`src/inc/csb_pkg.sv`:
```
// package: register map, field positions, reset values and timing for the controller status bits block
package csb_pkg;
	// register byte offsets
	localparam logic [7:0] CSB_OFF_CTRL = 8'h00;
	localparam logic [7:0] CSB_OFF_FAULT = 8'h04;
	localparam logic [7:0] CSB_OFF_FLAGS = 8'h08;
	localparam logic [7:0] CSB_OFF_IRQ_STATUS = 8'h0c;
	localparam logic [7:0] CSB_OFF_IRQ_ENABLE = 8'h10;
	localparam logic [7:0] CSB_OFF_IRQ_CLEAR = 8'h14;
	localparam logic [7:0] CSB_OFF_PAIR_FAULT = 8'h18;
	// ctrl register fields
	localparam int CSB_CTRL_RUN = 0;
	localparam int CSB_CTRL_FORCE = 1;
	localparam int CSB_CTRL_VERIFIED = 2;
	localparam int CSB_CTRL_LATE_REV = 3;
	localparam int CSB_CTRL_CYCLE = 4;
	// fault register fields, each bit high while that fault is present
	localparam int CSB_F_OUT_TEST = 0;
	localparam int CSB_F_OUT_PLAUS = 1;
	localparam int CSB_F_OUT_INT = 2;
	localparam int CSB_F_IN_TEST = 3;
	localparam int CSB_F_IN_INT = 4;
	localparam int CSB_F_SUPPLY_ONE = 5;
	localparam int CSB_F_SUPPLY_TWO = 6;
	localparam int CSB_F_OVERCURRENT = 7;
	// flags register fields
	localparam int CSB_S_OUTPUT_OK = 0;
	localparam int CSB_S_INPUT_OK = 1;
	localparam int CSB_S_FIRST_CYCLE = 2;
	localparam int CSB_S_EXTERNAL_OK = 3;
	localparam int CSB_S_FORCE = 4;
	localparam int CSB_S_LOGIC_ZERO = 5;
	localparam int CSB_S_LOGIC_ONE = 6;
	localparam int CSB_S_VERIFIED = 7;
	localparam int CSB_S_INTERNAL = 8;
	localparam int CSB_NFLAGS = 9;
	// interrupt event positions
	localparam int CSB_IRQ_OUT_FAULT = 0;
	localparam int CSB_IRQ_IN_FAULT = 1;
	localparam int CSB_IRQ_EXT_FAULT = 2;
	localparam int CSB_IRQ_START = 3;
	localparam int CSB_NIRQ = 4;
	// reset values
	localparam logic [31:0] CSB_CTRL_RESET = 32'h0000_0000;
	localparam logic [31:0] CSB_FAULT_RESET = 32'h0000_0000;
	// indicator blink timing
	localparam int CSB_CLK_HZ = 25_000_000;
	localparam int CSB_BLINK_HZ = 1;
	localparam int CSB_BLINK_HALF_CYCLES = CSB_CLK_HZ / (2 * CSB_BLINK_HZ);
	// logic cycle period in clock cycles
	localparam int CSB_LOGIC_CYCLE_DEFAULT = 250;
	// axi responses
	localparam logic [1:0] CSB_RESP_OKAY = 2'h0;
	localparam logic [1:0] CSB_RESP_SLVERR = 2'h2;
endpackage : csb_pkg

```
`src/rtl/csb_pair_eval.sv`:
```
`timescale 1ns/1ps
// two-channel input pair: latched timeout and sequence faults
module csb_pair_eval #(
	parameter int SYNC_W = 16 // width of the synchronous time counter
) (
	input wire logic aclk, // system clock
	input wire logic aresetn, // synchronous reset, active low
	input wire logic tick, // one logic cycle strobe
	input wire logic chan_a, // channel a, already synchronised
	input wire logic chan_b, // channel b, already synchronised
	input wire logic discrepant_mode, // 1 selects discrepant evaluation
	input wire logic [SYNC_W-1:0] sync_limit, // synchronous time in logic cycles, 0 disables
	output logic fault // latched timeout or sequence fault
);
	import csb_pkg::*;

	typedef struct packed {
		logic [SYNC_W-1:0] timer;
		logic timeout;
		logic seq_err;
		logic was_active;
		logic seen_inactive;
	} csb_pair_t;

	csb_pair_t pair_q, pair_d;
	logic inactive, active;

	initial begin
		if (SYNC_W < 1) $error("csb_pair_eval: SYNC_W must be at least 1");
	end

	// pair states for both evaluation types
	assign inactive = discrepant_mode ? (!chan_a && chan_b) : (!chan_a && !chan_b);
	assign active = discrepant_mode ? (chan_a && !chan_b) : (chan_a && chan_b);
	assign fault = pair_q.timeout | pair_q.seq_err;

	// faults clear only when the pair is back at inactive
	always_comb begin
		pair_d = pair_q;
		if (tick) begin
			if (inactive) begin
				pair_d.timer = '0;
				pair_d.timeout = 1'b0;
				pair_d.seq_err = 1'b0;
				pair_d.seen_inactive = 1'b1;
				pair_d.was_active = 1'b0;
			end else if (active) begin
				pair_d.timer = '0;
				// active again without passing inactive is a sequence fault
				if (!pair_q.seen_inactive) pair_d.seq_err = 1'b1;
				pair_d.seen_inactive = 1'b0;
				pair_d.was_active = 1'b1;
			end else if (sync_limit != '0) begin
				if (pair_q.timer >= sync_limit) pair_d.timeout = 1'b1;
				else pair_d.timer = pair_q.timer + 1'b1;
			end
		end
	end

	// register the pair state
	always_ff @(posedge aclk) begin
		if (!aresetn) begin
			pair_q <= '0;
		end else begin
			pair_q <= pair_d;
		end
	end
endmodule : csb_pair_eval

```
`src/rtl/csb_blinker.sv`:
```
`timescale 1ns/1ps
// verification indicator driver: steady when verified, else blinking
module csb_blinker #(
	parameter int HALF_CYCLES = 12_500_000 // clock cycles per half blink period
) (
	input wire logic aclk, // system clock
	input wire logic aresetn, // synchronous reset, active low
	input wire logic verified, // configuration verified
	output logic indicator // indicator drive, high lit
);
	import csb_pkg::*;

	localparam int CW = $clog2(HALF_CYCLES + 1);

	typedef struct packed {
		logic [CW-1:0] cnt;
		logic phase;
		logic ind;
	} csb_blink_t;

	csb_blink_t blk_q, blk_d;

	initial begin
		if (HALF_CYCLES < 1) $error("csb_blinker: HALF_CYCLES must be at least 1");
	end

	assign indicator = blk_q.ind;

	// half-period counter toggles the phase
	always_comb begin
		blk_d = blk_q;
		if (blk_q.cnt == CW'(HALF_CYCLES - 1)) begin
			blk_d.cnt = '0;
			blk_d.phase = ~blk_q.phase;
		end else begin
			blk_d.cnt = blk_q.cnt + 1'b1;
		end
		blk_d.ind = verified ? 1'b1 : blk_d.phase;
	end

	// register the blink state
	always_ff @(posedge aclk) begin
		if (!aresetn) begin
			// start one count in so the first dark half after reset is no longer than the rest
			blk_q <= '0;
			blk_q.cnt <= CW'(HALF_CYCLES > 1 ? 1 : 0);
		end else begin
			blk_q <= blk_d;
		end
	end
endmodule : csb_blinker

```
`src/rtl/csb_status_bits.sv`:
```
// The implementer's own choices: the AXI4-Lite register port and the address map.
`timescale 1ns/1ps
// controller status bits: internal status inputs for the user logic program, axi4-lite slave
// Function
// - Output summary is high with no output test pulse, plausibility or internal output fault, else low.
// - Input summary is low while any input has a sequence, sync timeout, test pulse or internal fault.
// - Start pulse is high for only the first logic cycle after stop-to-run, low otherwise.
// - External summary is low while either output supply or output overcurrent is faulty.
// - On later hardware revisions the external summary also goes low on output or input faults.
// - Override mode flag is high while forcing is active, low otherwise.
// - Two constant sources are provided, one always low and one high from the first logic cycle after reset.
// - Verified flag high lights the indicator steadily; otherwise flag low and indicator blinks at 1 Hz.
// - A latched pair timeout or sequence fault clears only when the pair returns to inactive.
module csb_status_bits #(
	parameter int NPAIRS = 4, // number of two-channel input pairs
	parameter int SYNC_W = 16, // synchronous time counter width
	parameter int CYCLE_W = 16, // logic cycle length counter width
	parameter int BLINK_HALF = csb_pkg::CSB_BLINK_HALF_CYCLES // half blink period in clock cycles
) (
	input wire logic aclk, // 25 mhz clock
	input wire logic aresetn, // synchronous reset, active low
	input wire logic [7:0] s_axi_awaddr, // write address
	input wire logic s_axi_awvalid, // write address valid
	output logic s_axi_awready, // write address ready
	input wire logic [31:0] s_axi_wdata, // write data
	input wire logic [3:0] s_axi_wstrb, // write byte strobes
	input wire logic s_axi_wvalid, // write data valid
	output logic s_axi_wready, // write data ready
	output logic [1:0] s_axi_bresp, // write response
	output logic s_axi_bvalid, // write response valid
	input wire logic s_axi_bready, // write response ready
	input wire logic [7:0] s_axi_araddr, // read address
	input wire logic s_axi_arvalid, // read address valid
	output logic s_axi_arready, // read address ready
	output logic [31:0] s_axi_rdata, // read data
	output logic [1:0] s_axi_rresp, // read response
	output logic s_axi_rvalid, // read data valid
	input wire logic s_axi_rready, // read data ready
	input wire logic [NPAIRS-1:0] pair_a_pin, // channel a pins of the input pairs
	input wire logic [NPAIRS-1:0] pair_b_pin, // channel b pins of the input pairs
	output logic [csb_pkg::CSB_NFLAGS-1:0] status_flags, // flag vector seen by the logic program
	output logic verification_indicator, // indicator drive, high lit
	output logic irq // level interrupt
);
	import csb_pkg::*;

	typedef struct packed {
		logic [31:0] ctrl;
		logic [31:0] fault;
		logic [NPAIRS-1:0] pair_mode;
		logic [SYNC_W-1:0] sync_limit;
		logic [CYCLE_W-1:0] cyc_cnt;
		logic run_seen;
		logic [CSB_NFLAGS-1:0] flags;
		logic [CSB_NIRQ-1:0] irq_st;
		logic [CSB_NIRQ-1:0] irq_en;
		logic irq;
		logic aw_got;
		logic [7:0] aw_addr;
		logic w_got;
		logic [31:0] w_data;
		logic [3:0] w_strb;
		logic bvalid;
		logic [1:0] bresp;
		logic rvalid;
		logic [31:0] rdata;
		logic [1:0] rresp;
		logic [NPAIRS-1:0] sa1, sa2, sa3, sb1, sb2, sb3, fa, fb;
	} csb_state_t;

	csb_state_t st_q, st_d;
	logic [NPAIRS-1:0] pair_fault;
	logic tick;
	logic ind;

	initial begin
		if (NPAIRS < 1 || NPAIRS > 16) $error("csb_status_bits: NPAIRS must be 1..16");
		if (SYNC_W < 1 || SYNC_W > 16) $error("csb_status_bits: SYNC_W must be 1..16");
		if (CYCLE_W < 2 || CYCLE_W > 16) $error("csb_status_bits: CYCLE_W must be 2..16");
	end

	// merge byte lanes of a write into an old word
	function automatic logic [31:0] csb_merge(input logic [31:0] old, input logic [31:0] nw, input logic [3:0] strb);
		logic [31:0] r;
		r = old;
		for (int i = 0; i < 4; i++) begin
			if (strb[i]) r[i*8 +: 8] = nw[i*8 +: 8];
		end
		return r;
	endfunction : csb_merge

	// logic cycle strobe from the programmable cycle length
	assign tick = (st_q.cyc_cnt == '0);

	// one evaluator per input pair
	for (genvar g = 0; g < NPAIRS; g++) begin : g_pair
		csb_pair_eval #(
			.SYNC_W(SYNC_W)
		) u_pair (
			.aclk(aclk),
			.aresetn(aresetn),
			.tick(tick),
			.chan_a(st_q.fa[g]),
			.chan_b(st_q.fb[g]),
			.discrepant_mode(st_q.pair_mode[g]),
			.sync_limit(st_q.sync_limit),
			.fault(pair_fault[g])
		);
	end

	csb_blinker #(
		.HALF_CYCLES(BLINK_HALF)
	) u_blink (
		.aclk(aclk),
		.aresetn(aresetn),
		.verified(st_q.ctrl[CSB_CTRL_VERIFIED]),
		.indicator(ind)
	);

	assign s_axi_awready = !st_q.aw_got && !st_q.bvalid;
	assign s_axi_wready = !st_q.w_got && !st_q.bvalid;
	assign s_axi_arready = !st_q.rvalid;
	assign s_axi_bvalid = st_q.bvalid;
	assign s_axi_bresp = st_q.bresp;
	assign s_axi_rvalid = st_q.rvalid;
	assign s_axi_rdata = st_q.rdata;
	assign s_axi_rresp = st_q.rresp;
	assign status_flags = st_q.flags;
	assign irq = st_q.irq;

	// indicator leaves through one more flop; the verified flag's next value lights it in the same edge as the flag
	logic ind_q;
	always_ff @(posedge aclk) begin
		if (!aresetn) ind_q <= 1'b0;
		else ind_q <= st_d.flags[CSB_S_VERIFIED] | ind;
	end
	assign verification_indicator = ind_q;

	// next-state logic: pins, cycle, flags, interrupts, bus
	always_comb begin
		logic out_ok, in_ok, ext_ok, start;
		logic [CSB_NIRQ-1:0] ev, clr;
		logic [7:0] wa;
		logic [31:0] wd;
		out_ok = 1'b0;
		in_ok = 1'b0;
		ext_ok = 1'b0;
		start = 1'b0;
		ev = '0;
		clr = '0;
		wa = '0;
		wd = '0;
		st_d = st_q;
		// three-stage synchronisers; a change counts when stages two and three agree
		st_d.sa1 = pair_a_pin;
		st_d.sa2 = st_q.sa1;
		st_d.sa3 = st_q.sa2;
		st_d.sb1 = pair_b_pin;
		st_d.sb2 = st_q.sb1;
		st_d.sb3 = st_q.sb2;
		for (int i = 0; i < NPAIRS; i++) begin
			if (st_q.sa2[i] == st_q.sa3[i]) st_d.fa[i] = st_q.sa3[i];
			if (st_q.sb2[i] == st_q.sb3[i]) st_d.fb[i] = st_q.sb3[i];
		end
		// logic cycle counter; a zero length would stall, so it floors at one
		if (tick) st_d.cyc_cnt = (st_q.ctrl[CSB_CTRL_CYCLE +: CYCLE_W] == '0) ? '0 :
			st_q.ctrl[CSB_CTRL_CYCLE +: CYCLE_W] - 1'b1;
		else st_d.cyc_cnt = st_q.cyc_cnt - 1'b1;
		// summaries
		out_ok = !(st_q.fault[CSB_F_OUT_TEST] | st_q.fault[CSB_F_OUT_PLAUS] | st_q.fault[CSB_F_OUT_INT]);
		in_ok = !(st_q.fault[CSB_F_IN_TEST] | st_q.fault[CSB_F_IN_INT] | (|pair_fault));
		ext_ok = !(st_q.fault[CSB_F_SUPPLY_ONE] | st_q.fault[CSB_F_SUPPLY_TWO]
			| st_q.fault[CSB_F_OVERCURRENT]);
		if (st_q.ctrl[CSB_CTRL_LATE_REV]) ext_ok = ext_ok & out_ok & in_ok;
		start = st_q.ctrl[CSB_CTRL_RUN] && !st_q.run_seen;
		// flags sampled together once per logic cycle
		if (tick) begin
			st_d.run_seen = st_q.ctrl[CSB_CTRL_RUN];
			st_d.flags[CSB_S_OUTPUT_OK] = out_ok;
			st_d.flags[CSB_S_INPUT_OK] = in_ok;
			st_d.flags[CSB_S_FIRST_CYCLE] = start;
			st_d.flags[CSB_S_EXTERNAL_OK] = ext_ok;
			st_d.flags[CSB_S_FORCE] = st_q.ctrl[CSB_CTRL_FORCE];
			st_d.flags[CSB_S_LOGIC_ZERO] = 1'b0;
			st_d.flags[CSB_S_LOGIC_ONE] = 1'b1;
			st_d.flags[CSB_S_VERIFIED] = st_q.ctrl[CSB_CTRL_VERIFIED];
			st_d.flags[CSB_S_INTERNAL] = 1'b1;
			// events on falling summaries and the start pulse
			ev[CSB_IRQ_OUT_FAULT] = st_q.flags[CSB_S_OUTPUT_OK] & !out_ok;
			ev[CSB_IRQ_IN_FAULT] = st_q.flags[CSB_S_INPUT_OK] & !in_ok;
			ev[CSB_IRQ_EXT_FAULT] = st_q.flags[CSB_S_EXTERNAL_OK] & !ext_ok;
			ev[CSB_IRQ_START] = start;
		end
		// write channel: address and data taken in either order
		if (s_axi_awvalid && s_axi_awready) begin
			st_d.aw_got = 1'b1;
			st_d.aw_addr = s_axi_awaddr;
		end
		if (s_axi_wvalid && s_axi_wready) begin
			st_d.w_got = 1'b1;
			st_d.w_data = s_axi_wdata;
			st_d.w_strb = s_axi_wstrb;
		end
		if (st_q.aw_got && st_q.w_got) begin
			st_d.aw_got = 1'b0;
			st_d.w_got = 1'b0;
			st_d.bvalid = 1'b1;
			st_d.bresp = CSB_RESP_OKAY;
			wa = {st_q.aw_addr[7:2], 2'b00};
			case (wa)
				CSB_OFF_CTRL: st_d.ctrl = csb_merge(st_q.ctrl, st_q.w_data, st_q.w_strb);
				CSB_OFF_FAULT: st_d.fault = csb_merge(st_q.fault, st_q.w_data, st_q.w_strb);
				CSB_OFF_FLAGS: st_d.bresp = CSB_RESP_OKAY;
				CSB_OFF_IRQ_STATUS: st_d.bresp = CSB_RESP_OKAY;
				CSB_OFF_IRQ_ENABLE: begin
					wd = csb_merge({28'h0, st_q.irq_en}, st_q.w_data, st_q.w_strb);
					st_d.irq_en = wd[CSB_NIRQ-1:0];
				end
				CSB_OFF_IRQ_CLEAR: begin
					wd = csb_merge(32'h0, st_q.w_data, st_q.w_strb);
					clr = wd[CSB_NIRQ-1:0];
				end
				CSB_OFF_PAIR_FAULT: begin
					wd = csb_merge(32'({st_q.sync_limit, 16'(st_q.pair_mode)}), st_q.w_data, st_q.w_strb);
					st_d.pair_mode = wd[NPAIRS-1:0];
					st_d.sync_limit = wd[16 +: SYNC_W];
				end
				default: st_d.bresp = CSB_RESP_SLVERR;
			endcase
		end
		if (st_q.bvalid && s_axi_bready) st_d.bvalid = 1'b0;
		// sticky status: a new event wins over a clear in the same cycle
		st_d.irq_st = (st_q.irq_st & ~clr) | ev;
		st_d.irq = |(st_d.irq_st & st_d.irq_en);
		// read channel
		if (s_axi_arvalid && s_axi_arready) begin
			st_d.rvalid = 1'b1;
			st_d.rresp = CSB_RESP_OKAY;
			case ({s_axi_araddr[7:2], 2'b00})
				CSB_OFF_CTRL: st_d.rdata = st_q.ctrl;
				CSB_OFF_FAULT: st_d.rdata = st_q.fault;
				CSB_OFF_FLAGS: st_d.rdata = {{(32-CSB_NFLAGS){1'b0}}, st_q.flags};
				CSB_OFF_IRQ_STATUS: st_d.rdata = {28'h0, st_q.irq_st};
				CSB_OFF_IRQ_ENABLE: st_d.rdata = {28'h0, st_q.irq_en};
				CSB_OFF_IRQ_CLEAR: st_d.rdata = 32'h0;
				CSB_OFF_PAIR_FAULT: st_d.rdata = 32'({st_q.sync_limit, 16'(pair_fault)});
				default: begin
					st_d.rdata = 32'h0;
					st_d.rresp = CSB_RESP_SLVERR;
				end
			endcase
		end else if (st_q.rvalid && s_axi_rready) begin
			st_d.rvalid = 1'b0;
		end
	end

	// register all state; flags reset to all zero, including the summaries and constants
	always_ff @(posedge aclk) begin
		if (!aresetn) begin
			st_q <= '0;
			st_q.ctrl <= CSB_CTRL_RESET;
			st_q.fault <= CSB_FAULT_RESET;
			st_q.ctrl[CSB_CTRL_CYCLE +: CYCLE_W] <= CYCLE_W'(CSB_LOGIC_CYCLE_DEFAULT);
		end else begin
			st_q <= st_d;
		end
	end
endmodule : csb_status_bits

```
`config.mk`:
```
export PLATFORM = sky130hd
export DESIGN_NAME = csb_status_bits
export DESIGN_NICKNAME = d
export VERILOG_FILES = /design/src/inc/csb_pkg.sv /design/src/rtl/csb_pair_eval.sv /design/src/rtl/csb_blinker.sv /design/src/rtl/csb_status_bits.sv
export SDC_FILE = /design/constraint.sdc
export NUM_CORES = 1
export LEC_CHECK = 0
export BUFFER_PORTS_ARGS = -buffer_cell sky130_fd_sc_hd__buf_4
export CAP_MARGIN = 30
export CELL_PAD_IN_SITES_DETAIL_PLACEMENT = 1
export CELL_PAD_IN_SITES_GLOBAL_PLACEMENT = 2
export CORE_MARGIN = 1.5
export CORE_UTILIZATION = 37
export DETAILED_ROUTE_END_ITERATION = 10
export GPL_TIMING_DRIVEN = 0
export PLACE_DENSITY_LB_ADDON = 0.1
export RECOVER_POWER = 100
export SLEW_MARGIN = 10
export SYNTH_ARGS = -nofsm -noshare
export SYNTH_HDL_FRONTEND = slang
export SYNTH_HIERARCHICAL = 1
export SYNTH_SLANG_ARGS = --single-unit
```
`constraint.sdc`:
```
create_clock -name aclk -period 2.9 [get_ports aclk]
set_input_delay 0.58 -clock aclk [delete_from_list [all_inputs] [get_ports aclk]]
set_output_delay 0.58 -clock aclk [all_outputs]
set_load 0.01 [all_outputs]
```
==> results.py <==
metrics = {
    "status": {
        "status": "finished clean",
    },
    "hold_path": {
        "hold_path.class": "in -> reg",
        "min_from": "s_axi_rready",
    },
    "routing": {
        "avgViaCountPerCell": 5.49,
        "vias": 15000,
        "routed_wl_microns": 56100,
        "drt_pre_antenna_iters": 5,
        "wl_per_cell_microns": 20.5,
        "drt_iter0_markers": 736,
        "final_antenna_net_count": 0,
        "drc": 0,
    },
    "global_routing": {
        "grt_max_degree": 33,
        "grt_pass1_vias": 15800,
        "grt_pass1_wl_microns": 88400,
        "grt_util_met2_pct": 42.0,
        "grt_usage_pct": 24.0,
        "grt_use_met3_pct": 2.96,
        "antenna_found_initial": 0,
        "overflow": 0,
        "grt_busiest_layer": "met2",
        "met1_usage_pct": 30.4,
    },
    "power_and_ir_drop": {
        "p_total_mw": 12.2,
        "power.density_nw_per_um2": 616,
        "leakagePower_nw": 7.49,
        "vdd_drop_max_mv": 0.458,
    },
    "yosys": {
        "yosysSeqAreaShare_pct": 39.6,
        "syn_area_sq_um": 16800,
        "async_flop_share_pct": 0,
        "syn_inst": 1955,
        "synth.avg_cell_area_sq_um": 8.59,
        "ys_ff_latch": 332,
        "synth_edf_count": 0,
        "synthFlopType": "dfxtp_1",
        "synth_warnings": 6,
        "yosysUniqueCellTypes": 73,
    },
    "sta": {
        "hold_viol_final": 0,
        "drv_slew": 0,
        "period_needed_ns": 2.73,
        "setup_viol": 0,
        "skew_ns": 0.0247,
        "fmax_mhz": 366,
        "period_share_pct": 94.3,
        "fin_hold_ws_ns": 0.204,
        "slew_headroom_pct": 43.5,
        "tightest_slew_ns": 0.841,
    },
    "critical_path": {
        "max_stage_delay_ns": 0.66,
        "cp-start-kind": "flip-flop",
        "path_max_fanout": 10,
        "end_kind": "flip-flop",
        "path_cells": "ha_1 > nand2b_4 > a2111oi_4 > o21ai_2 > a2111oi_4 > a21oi_1 > a211o_1",
        "worstSetupPathType": "reg -> reg",
        "crit_arrival_ns": 3.19,
        "cp_data_required_time_ns": 3.36,
        "startpoint": "st_q[151]$_SDFFE_PN0P_",
        "rr_startpoint": "st_q[151]$_SDFFE_PN0P_",
        "crit_top_cell": "a2111oi_4",
        "crit_slowest_cell": "a2111oi_4",
    },
    "cts": {
        "clock_path_buffers": 3,
        "cts_tree": "done",
        "clk_pin_slew_ns": 0.06,
        "cts_max_level": 2,
        "cts_hold_buf": 0,
        "numCtsBuffers": 40,
        "cts-root-buf": "clkbuf_16",
        "insertion_delay_ns": 0.57,
        "clock-sinks": 332,
    },
    "flow_run": {
        "maxCapViolations": 0,
    },
    "cells_and_area": {
        "stdcell_count": 2735,
        "drive_above_1_share_pct": 12.6,
        "fin_nets": 2254,
        "layout_commonest_cell": "dfxtp_1",
        "diodes": 0,
        "layout_common_cells": "319 x dfxtp_1, 192 x nand2_1, 182 x nor2_1",
        "area_growth_pct": 17.9,
    },
    "floorplan": {
        "die_h_microns": 216,
        "core_sq_um": 44500,
        "initial_utilization_pct": 37.7,
        "rows": 77,
        "dieWidth_microns": 216,
        "dieArea_sq_um": 46700,
        "ios": 119,
    },
    "place": {
        "port_buffers": 111,
        "routabilityCongestion": 0.830,
        "post-dp-hpwl_microns": 41300,
        "placedCellCount": 2661,
    },
}
==> worst max-delay path, delay by kind of cell, from the launching register on <==
kind,cells,cell delay [ns]
AOI/OAI and AO/OA,5,1.74
adders and majority gates,1,0.27
DFF,1,0.47
and+or+nand+nor,1,0.15
==> metal layers <==
metal / routed length [microns] / share of wire [%]
met5: 0 / 0
met4: 1430 / 2.6
met3: 1990 / 3.5
met2: 27500 / 49
met1: 25200 / 45
==> cells in the mapped netlist, types with 14 or more instances <==
cell type	number	area (sq um)
nor2_1	182	683
a2bb2oi_1	25	219
o31ai_1	31	233
or3_1	22	138
a222oi_1	16	160
o21ai_0	61	305
clkbuf_1	69	259
xnor2_1	25	219
buf_2	14	70.1
nand2_1	193	724
nand4_1	40	250
buf_4	45	338
nor3_1	56	280
o21a_1	22	165
nand3_1	55	275
or4_1	36	270
a211oi_1	14	105
a31oi_1	19	119
and3_1	37	231
a21oi_1	126	631
nor4_1	29	181
inv_1	111	417
and2_1	50	313
dfxtp_1	332	6650
ha_1	72	901
mux2i_1	97	971
==> cells by family (layout without fill, tap and decap cells) <==
logic type,Yosys count,after routing,synth area share [%]
compound gates,398,398,16.6
buf+inv,247,433,6.67
simple gates,760,760,22.8
mux,103,103,6.45
fa+ha+maj,72,72,5.36
xor+xnor,42,42,2.55
other cells,1,3,0.0223
flops,332,332,39.6
==> flip-flops by register name, indices dropped and copies added (netlist names) <==
signal,flops
g_pair.u_pair/pair_q,76
irq,1
s_axi_bresp,1
s_axi_bvalid,1
s_axi_rdata,32
s_axi_rresp,1
s_axi_rvalid,1
st_d,16
st_q,169
status_flags,7
u_blink/blk_q,25
u_blink/indicator,1
verification_indicator,1
==> cell type report <==
cell class	instances	area [sq um]
fill	5289	24700
inverter	112	423
clock inverter	13	229
clock buffer	57	1170
tap	592	741
sequential	332	6680
buffer	135	723
timing repair buffer	116	743
multi-input combinational	1378	9100
==> path summary, 6_finish.rpt <==
kind / endpoint / slack [ns] / cells past startpoint
max: g_pair[1].u_pair/pair_q[7]$_SDFFE_PN0P_ / 0.17 / 7
min: s_axi_rvalid$_SDFFE_PN0P_ / 0.20 / 2
max reg2reg: g_pair[1].u_pair/pair_q[7]$_SDFFE_PN0P_ / 0.17 / 7
min reg2reg: st_d[20]$_SDFF_PN0_ / 0.44 / 1
==> timing repair <==
| action | in CTS | in global routing |
|---|---|---|
| setup buffers | 1 | 1 |
| gates cloned | 0 | 1 |
| setup endpoints to repair | 122 | 68 |
| gates resized for setup | 33 | 33 |
| pin swaps | 1 | 3 |
==> report_power, final <==
group          internal (mW)  switching (mW)  total, mW
clock                   3.33            2.07       5.40
sequential              4.77           0.235       5.01
combinational          0.711            1.09       1.80
==> stage by stage <==
step	util [%]	cell area, sq um	TNS (ns)	setup WS [ns]
2_1_floorplan	-	16800	0	0.219
3_3_place_gp	41.3	18400	-83.83	-1.15
3_5_place_dp	41.3	18400	-89.83	-1.18
4_1_cts	44.6	19900	0	0.000497
5_1_grt	44.5	19800	-0.000175	-0.000175
6_report	44.5	19800	0	0.166
Note: power is estimated with default switching activity, not from simulation.
